<file path="src/logic/sasi_regs.svh">
// constants of the converter serial interface: widths, timing counts, pin slots, reset values
`ifndef SASI_REGS_SVH
`define SASI_REGS_SVH
`define SASI_RESULT_BITS 16
`define SASI_CLK_PERIOD_NS 40
`define SASI_CONV_TIME_NS 3200
`define SASI_CONV_CYCLES (`SASI_CONV_TIME_NS / `SASI_CLK_PERIOD_NS)
`define SASI_FIFO_DEPTH 16
`define SASI_PIN_CNV 0
`define SASI_PIN_SCK 1
`define SASI_PIN_SDI 2
`define SASI_PIN_COUNT 3
`define SASI_WORD_RST 16'h0000
`define SASI_SDO_RST 1'b0
`define SASI_OE_N_RST 1'b1
`endif

</file>
<file path="src/logic/sasi_pkg.sv">
// types shared by the converter serial interface
package sasi_pkg;
  typedef logic [15:0] sasi_word_t;
  typedef enum logic {SASI_MODE_CS, SASI_MODE_CHAIN} sasi_mode_e;
  typedef enum logic [1:0] {CV_IDLE, CV_CONVERT, CV_PUSH} sasi_conv_e;
  typedef enum logic [1:0] {PH_EMPTY, PH_BUSY, PH_DATA} sasi_phase_e;
endpackage

</file>
<file path="src/logic/sasi_fifo.sv">
// result fifo: memory with a registered output stage, valid and ready on both sides
`timescale 1ns/1ps
`default_nettype none
module sasi_fifo #(
  parameter int WIDTH = 16,
  parameter int DEPTH = 16
) (
  // clock and reset
  input wire logic clock,
  input wire logic reset_n,
  // filling side
  input wire logic in_valid,
  output logic in_ready,
  input wire logic [WIDTH-1:0] in_data,
  // draining side
  output logic out_valid,
  input wire logic out_ready,
  output logic [WIDTH-1:0] out_data
);
  localparam int AW = (DEPTH > 1) ? $clog2(DEPTH) : 1;
  logic [WIDTH-1:0] mem_reg [DEPTH];
  logic [AW-1:0] wr_ptr_reg;
  logic [AW-1:0] rd_ptr_reg;
  logic [AW:0] count_reg;
  logic push;
  logic pop;

  // handshakes: output stage refills whenever it is empty or being taken
  assign in_ready = (count_reg != (AW+1)'(DEPTH));
  assign push = in_valid && in_ready;
  assign pop = (count_reg != '0) && (!out_valid || out_ready);

  // storage array
  always_ff @(posedge clock) begin
    if (push) begin
      mem_reg[wr_ptr_reg] <= in_data;
    end
  end

  // pointers and fill level
  always_ff @(posedge clock or negedge reset_n) begin
    if (!reset_n) begin
      wr_ptr_reg <= '0;
      rd_ptr_reg <= '0;
      count_reg <= '0;
    end else begin
      if (push) begin
        wr_ptr_reg <= (wr_ptr_reg == AW'(DEPTH - 1)) ? '0 : wr_ptr_reg + 1'b1;
      end
      if (pop) begin
        rd_ptr_reg <= (rd_ptr_reg == AW'(DEPTH - 1)) ? '0 : rd_ptr_reg + 1'b1;
      end
      count_reg <= count_reg + (AW+1)'(push) - (AW+1)'(pop);
    end
  end

  // registered read data
  always_ff @(posedge clock or negedge reset_n) begin
    if (!reset_n) begin
      out_valid <= 1'b0;
      out_data <= '0;
    end else if (pop) begin
      out_valid <= 1'b1;
      out_data <= mem_reg[rd_ptr_reg];
    end else if (out_ready) begin
      out_valid <= 1'b0;
    end
  end
endmodule
`default_nettype wire

</file>
<file path="src/logic/sasi_top.sv">
// conversion control and serial readout of the 16-bit converter
// Behaviour
// - a convert strobe rising edge starts sampling and conversion.
// - serial input low at that edge selects daisy-chain mode.
// - serial input high at that edge selects chip-select mode.
// - chip-select mode drives the output only while strobe or serial input is low.
// - chip-select busy indication armed if strobe or serial input low at completion.
// - chain mode passes serial input to output sixteen shift clocks later.
// - result leaves one bit per shift clock, following the host shift clock.
// - without busy indication, bit 15 appears first once the chip-select output is enabled.
// - conversion timing comes from the own clock, no shift clocks needed.
// - result is straight binary, zero at bottom, all ones at top.
`timescale 1ns/1ps
`default_nettype none
`include "sasi_regs.svh"
module sasi_top #(
  parameter int CONV_CYCLES = `SASI_CONV_CYCLES,
  parameter int FIFO_DEPTH = `SASI_FIFO_DEPTH
) (
  // clock and reset
  input wire logic clock,
  input wire logic reset_n,
  // host pins
  input wire logic convert_strobe,
  input wire logic serial_clock,
  input wire logic serial_in,
  output logic serial_out,
  output logic serial_out_oe_n,
  // converter core
  input wire sasi_pkg::sasi_word_t adc_code,
  // status
  output logic conversion_active,
  output logic sample_strobe
);
  import sasi_pkg::*;

  localparam int CONV_DLY = CONV_CYCLES;
  localparam int CW = $clog2(CONV_CYCLES + 1);

  logic [`SASI_PIN_COUNT-1:0] pin_meta_reg;
  logic [`SASI_PIN_COUNT-1:0] pin_sync_reg;
  logic [`SASI_PIN_COUNT-1:0] pin_prev_reg;
  logic cnv_s;
  logic sdi_s;
  logic cnv_rise;
  logic sck_fall;
  logic selected;
  sasi_mode_e mode_reg;
  sasi_conv_e conv_state_reg;
  logic [CW-1:0] conv_cnt_reg;
  sasi_word_t result_reg;
  logic busy_en_reg;
  sasi_phase_e phase_reg;
  sasi_word_t shift_reg;
  logic [4:0] bit_cnt_reg;
  logic fifo_in_ready;
  logic fifo_out_valid;
  logic fifo_pop;
  sasi_word_t fifo_out_data;
  logic conv_done;
  logic shift_now;

  // two-stage synchronisers for every host pin
  genvar gi;
  generate
    for (gi = 0; gi < `SASI_PIN_COUNT; gi++) begin : g_sync
      always_ff @(posedge clock or negedge reset_n) begin
        if (!reset_n) begin
          pin_meta_reg[gi] <= 1'b0;
          pin_sync_reg[gi] <= 1'b0;
          pin_prev_reg[gi] <= 1'b0;
        end else begin
          pin_meta_reg[gi] <= gi == `SASI_PIN_CNV ? convert_strobe :
                              gi == `SASI_PIN_SCK ? serial_clock : serial_in;
          pin_sync_reg[gi] <= pin_meta_reg[gi];
          pin_prev_reg[gi] <= pin_sync_reg[gi];
        end
      end
    end
  endgenerate

  // edges and select level from the synchronised pins
  assign cnv_s = pin_sync_reg[`SASI_PIN_CNV];
  assign sdi_s = pin_sync_reg[`SASI_PIN_SDI];
  assign cnv_rise = cnv_s && !pin_prev_reg[`SASI_PIN_CNV];
  assign sck_fall = !pin_sync_reg[`SASI_PIN_SCK] && pin_prev_reg[`SASI_PIN_SCK];
  assign selected = !cnv_s || !sdi_s;

  // interface mode latched at the strobe edge
  always_ff @(posedge clock or negedge reset_n) begin
    if (!reset_n) begin
      mode_reg <= SASI_MODE_CS;
    end else if (cnv_rise) begin
      mode_reg <= sdi_s ? SASI_MODE_CS : SASI_MODE_CHAIN;
    end
  end

  // conversion sequencer, timed by the own clock only
  always_ff @(posedge clock or negedge reset_n) begin
    if (!reset_n) begin
      conv_state_reg <= CV_IDLE;
      conv_cnt_reg <= '0;
    end else begin
      unique case (conv_state_reg)
        CV_IDLE: begin
          if (cnv_rise) begin
            conv_state_reg <= CV_CONVERT;
            conv_cnt_reg <= CW'(CONV_CYCLES - 1);
          end
        end
        CV_CONVERT: begin
          if (conv_cnt_reg == '0) begin
            conv_state_reg <= CV_PUSH;
          end else begin
            conv_cnt_reg <= conv_cnt_reg - 1'b1;
          end
        end
        CV_PUSH: begin
          if (fifo_in_ready) begin
            conv_state_reg <= CV_IDLE; // a full fifo holds the result here
          end
        end
      endcase
    end
  end

  // result capture: core code kept as plain straight binary
  always_ff @(posedge clock or negedge reset_n) begin
    if (!reset_n) begin
      result_reg <= `SASI_WORD_RST;
    end else if (conv_state_reg == CV_CONVERT && conv_cnt_reg == '0) begin
      result_reg <= adc_code;
    end
  end

  assign conv_done = (conv_state_reg == CV_PUSH) && fifo_in_ready;

  // busy indication armed at completion; completion wins over a new strobe
  always_ff @(posedge clock or negedge reset_n) begin
    if (!reset_n) begin
      busy_en_reg <= 1'b0;
    end else if (conv_done) begin
      busy_en_reg <= (mode_reg == SASI_MODE_CS) && selected;
    end else if (cnv_rise) begin
      busy_en_reg <= 1'b0;
    end
  end

  // result buffer between converter and shifter
  sasi_fifo #(
    .WIDTH(`SASI_RESULT_BITS),
    .DEPTH(FIFO_DEPTH)
  ) u_fifo (
    .clock(clock),
    .reset_n(reset_n),
    .in_valid(conv_state_reg == CV_PUSH),
    .in_ready(fifo_in_ready),
    .in_data(result_reg),
    .out_valid(fifo_out_valid),
    .out_ready(fifo_pop),
    .out_data(fifo_out_data)
  );

  // shifter takes a word only when empty and no new strobe edge is seen
  assign fifo_pop = (phase_reg == PH_EMPTY) && !cnv_rise;
  assign shift_now = sck_fall && (mode_reg == SASI_MODE_CHAIN || selected);

  // readout phase and bit counter
  always_ff @(posedge clock or negedge reset_n) begin
    if (!reset_n) begin
      phase_reg <= PH_EMPTY;
      bit_cnt_reg <= '0;
    end else if (cnv_rise) begin
      phase_reg <= PH_EMPTY;
      bit_cnt_reg <= '0;
    end else begin
      unique case (phase_reg)
        PH_EMPTY: begin
          if (fifo_out_valid) begin
            phase_reg <= busy_en_reg ? PH_BUSY : PH_DATA;
            bit_cnt_reg <= '0;
          end
        end
        PH_BUSY: begin
          if (shift_now) begin
            phase_reg <= PH_DATA;
          end
        end
        PH_DATA: begin
          if (shift_now) begin
            bit_cnt_reg <= bit_cnt_reg + 1'b1;
            if (mode_reg == SASI_MODE_CS && bit_cnt_reg == 5'(`SASI_RESULT_BITS - 1)) begin
              phase_reg <= PH_EMPTY;
            end
          end
        end
        default: phase_reg <= PH_EMPTY;
      endcase
    end
  end

  // shift register: loads the result, chain mode shifts serial input behind it
  always_ff @(posedge clock or negedge reset_n) begin
    if (!reset_n) begin
      shift_reg <= `SASI_WORD_RST;
    end else if (phase_reg == PH_EMPTY && fifo_out_valid && !cnv_rise) begin
      shift_reg <= fifo_out_data;
    end else if (phase_reg == PH_DATA && shift_now) begin
      shift_reg <= {shift_reg[14:0], (mode_reg == SASI_MODE_CHAIN) && sdi_s};
    end
  end

  // serial output level: busy low, ready high, then msb first
  always_ff @(posedge clock or negedge reset_n) begin
    if (!reset_n) begin
      serial_out <= `SASI_SDO_RST;
    end else begin
      serial_out <= (phase_reg == PH_DATA) ? shift_reg[15] : (phase_reg == PH_BUSY);
    end
  end

  // output enable, low while driving; chain mode always drives
  always_ff @(posedge clock or negedge reset_n) begin
    if (!reset_n) begin
      serial_out_oe_n <= `SASI_OE_N_RST;
    end else begin
      serial_out_oe_n <= (mode_reg == SASI_MODE_CS) && !selected;
    end
  end

  // status flags
  always_ff @(posedge clock or negedge reset_n) begin
    if (!reset_n) begin
      conversion_active <= 1'b0;
      sample_strobe <= 1'b0;
    end else begin
      conversion_active <= (conv_state_reg != CV_IDLE);
      sample_strobe <= cnv_rise && (conv_state_reg == CV_IDLE);
    end
  end
endmodule
`default_nettype wire

</file>
<file path="config.mk">
export PLATFORM = sky130hd
export DESIGN_NAME = sasi_top
export DESIGN_NICKNAME = d
export VERILOG_FILES = /design/src/logic/sasi_pkg.sv /design/src/logic/sasi_fifo.sv /design/src/logic/sasi_top.sv
export VERILOG_INCLUDE_DIRS = /design/src /design/src/logic
export SDC_FILE = /design/constraint.sdc
export NUM_CORES = 1
export LEC_CHECK = 0
export ABC_AREA = 1
export BUFFER_PORTS_ARGS = -buffer_cell sky130_fd_sc_hd__buf_2
export CELL_PAD_IN_SITES_DETAIL_PLACEMENT = 1
export CELL_PAD_IN_SITES_GLOBAL_PLACEMENT = 1
export CORE_ASPECT_RATIO = 0.5
export CORE_MARGIN = 8
export CORE_UTILIZATION = 45
export DETAILED_ROUTE_END_ITERATION = 8
export GPL_TIMING_DRIVEN = 0
export PLACE_DENSITY_LB_ADDON = 0.1
export REMOVE_ABC_BUFFERS = 1
export SLEW_MARGIN = 0
export SYNTH_ARGS = -nofsm -noshare
export SYNTH_HDL_FRONTEND = slang
export SYNTH_HIERARCHICAL = 1
export SYNTH_SLANG_ARGS = --single-unit
</file>
<file path="constraint.sdc">
create_clock -name clock -period 4.4 [get_ports clock]
set_input_delay 0 -clock clock [delete_from_list [all_inputs] [get_ports clock]]
set_output_delay 0 -clock clock [all_outputs]
set_load 0.01 [all_outputs]
</file>
==> reports/qor.csv <==
metric,value,unit
"Slew Viols, Final",0,
Place WS,0.457,ns
Layout area overhead,14.6,%
Gate Count Post-Synth,1480,
crit path time final,3.95,ns
number of fill cells,3591,
antenna violations before repair,0,
"commonest non-fill, non-tap cell in the layout",nand2_1,
num rows,47,
met2 Track Usage GR,31.5,%
final RePlAce weighted congestion,0.784,
Leakage,7.32,nW
clock tree root driver cell,clkbuf_16,
fraction of registers with async set/reset,26.4,%
Critical path origin,cnv_s,
most frequent cells in the layout,"nand2_1, edfxtp_1, nand3_1, inv_1, dfrtp_1",
Mapped Area,15000,µm²
Clock power frac,26.1,%
iteration count of the initial detailed-routing pass,5,
Max Cap Viol,0,
grt met3 use,3.74,%
gr usage total,20.2,%
maximum vdd drop,0.344,mV
Die Span X,274,µm
#FFs+latches synth,348,
HPWL after DPL,24200,µm
vias,10414,
CTS tree,yes,
largest net degree at the start of global routing,85,
RSZ-0062 raised after global routing,false,
number of setup violations in the final report,0,
Final Util,52.2,%
"critical path fanouts, max",37,
# hold bufs at CTS,20,
initial DRC count,778,
CTS Buffer Depth,3,
total CTS buffers,34,
final setup TNS,0,ns
drt via density,5.24,
internal power,7.09,mW
Critical Path RT,4.80,ns
H-tree levels,2,
endpoint type of the worst setup path,register,
Mean Syn Cell Area,10.2,µm²
global route overflow,0,
"Hold Vio Cnt, Final",0,
switching share of power,38.9,%
Reg area,10000,µm²
Final Skew,0.0249,ns
# IOs,25,
# Post-CTS Setup Buffers,0,
Min-Delay Path Class,in -> async,
first-pass GRT wire length,62300,µm
pwr dens,674,nW/µm²
post-CTS sizing,0,
switching pwr,4.52,mW
"CTS clk-pin slew, worst paths",0.06,ns
# port buffers,24,
Netlist cell types,34,
Clock Latency Late Sink,0.53,ns
GRT busiest layer,met2,
Die Ht,145,µm
Comb pwr share,29.7,%
Post-Route WL,39900,µm
Placed Instances,1904,
Setup CP Type,reg -> reg,
clk sinks,348,
Worst R2R Start,cnv_s,
"Top FF cell, synth",edfxtp_1,
Sequential Power Share,44.2,%
sequential cell area fraction in the yosys report,66.5,%
area of the multi-input gates,3970,µm²
core box area,33000,µm²
residual DRC count,0,
"EDFF count, synth",256,
Finished Layout Cells,1987,
post-route setup slack,0.449,ns
status,completed,
Initial Utilization,45.5,%
final period utilization,89.8,%
Post-DRT Antenna Nets,0,
Worst Max-Slew Pin Slew,1.03,ns
worst endpoint data arrival time,4.35,ns
Ys Warns,6,
Peak Freq,253,MHz
Final #Nets,1559,
DR WL/cell,20.1,µm
fraction of layout cells with a size suffix above 1,9.00,%
max FFs per register,256,
CP Launch Type,register,
Die Area,39900,µm²
M1 GR Usage,29.4,%
vias in the first global route,10871,
Max-slew headroom,31.0,%
## cell type report
class,instances,share of cell area (%)
multi-input cells,859,23.0
inverters,213,4.67
repair buffers,63,4.29
clock inverters,15,0.814
flip-flops and latches,348,58.1
diodes,1,0.0145
well taps,441,3.20
clock buffers,47,5.89
## power groups by stage
stage / clock, mW / sequential (mW) / combinational (mW)
floorplan: 0 / 4.81 / 2.28
global placement: 0 / 5.21 / 3.23
detailed placement: 0 / 5.19 / 3.41
CTS: 3.10 / 5.13 / 3.47
global route: 3.23 / 5.21 / 3.89
finish: 3.03 / 5.13 / 3.45
## cell usage after synthesis, types with 4 or more instances
cell | count | area (µm²)
o21ai_1 | 9 | 45.0
clkbuf_1 | 12 | 45.0
buf_2 | 40 | 200
xor2_1 | 7 | 61.3
o21ai_0 | 20 | 100
inv_2 | 5 | 18.8
dfrtp_1 | 91 | 2280
nand2_1 | 451 | 1690
nand4_1 | 4 | 25.0
nor2_1 | 67 | 251
a21oi_1 | 37 | 185
edfxtp_1 | 256 | 7690
o21ai_2 | 4 | 35.0
inv_1 | 204 | 766
ha_1 | 18 | 225
clkinv_1 | 4 | 15.0
nand3_1 | 220 | 1100
## worst paths after layout
kind,slack (ns),to,cells past startpoint
worst max-delay path,0.45,u_fifo/count_reg[4],15
worst min-delay path,0.04,shift_reg[5],2
worst max register to register,0.45,u_fifo/count_reg[4],15
worst min register to register,0.35,cnv_s,0
max in group asynchronous,3.62,result_reg[3],3
min in group clock,0.12,pin_meta_reg[0],2
## cell families after synthesis
logic type | Yosys count | synth area share, %
and+or+nand+nor | 760 | 21.5
AOI/OAI and AO/OA | 72 | 2.53
DFF | 348 | 66.5
buffers and inverters | 273 | 7.38
xor gates and xnor gates | 8 | 0.466
adders and majority gates | 19 | 1.63
## metrics by stage
step	instance area (µm²)	total power, mW	hold WS [ns]
2_1_floorplan	14700	7.09	-0.296
3_3_place_gp	15400	8.44	0.109
3_5_place_dp	15900	8.60	0.0585
4_1_cts	17200	11.7	0.0481
5_1_grt	17200	12.3	0.105
6_report	17200	11.6	0.0373
## worst max-delay path, cell delays in order, from the launching register on
cell and delay [ns]:
dfrtp_1 0.41, nand2_1 0.68, nand2_1 0.18, inv_2 0.11
inv_1 0.04, nand2_1 0.07, nand2_1 0.17, inv_2 0.69
ha_1 0.37, inv_1 0.05, ha_1 0.16, inv_1 0.06
fa_1 0.40, o21ai_0 0.18, a21oi_1 0.10, xor2_1 0.15
## metal layers
layer / routed length (µm) / up-vias
met5: 0 / -
met3: 2350 / 47
met2: 18000 / 238
met1: 19000 / 5242
li1: - / 4887
met4: 578 / 0
No activity file was read; power rests on OpenSTA's default activity.
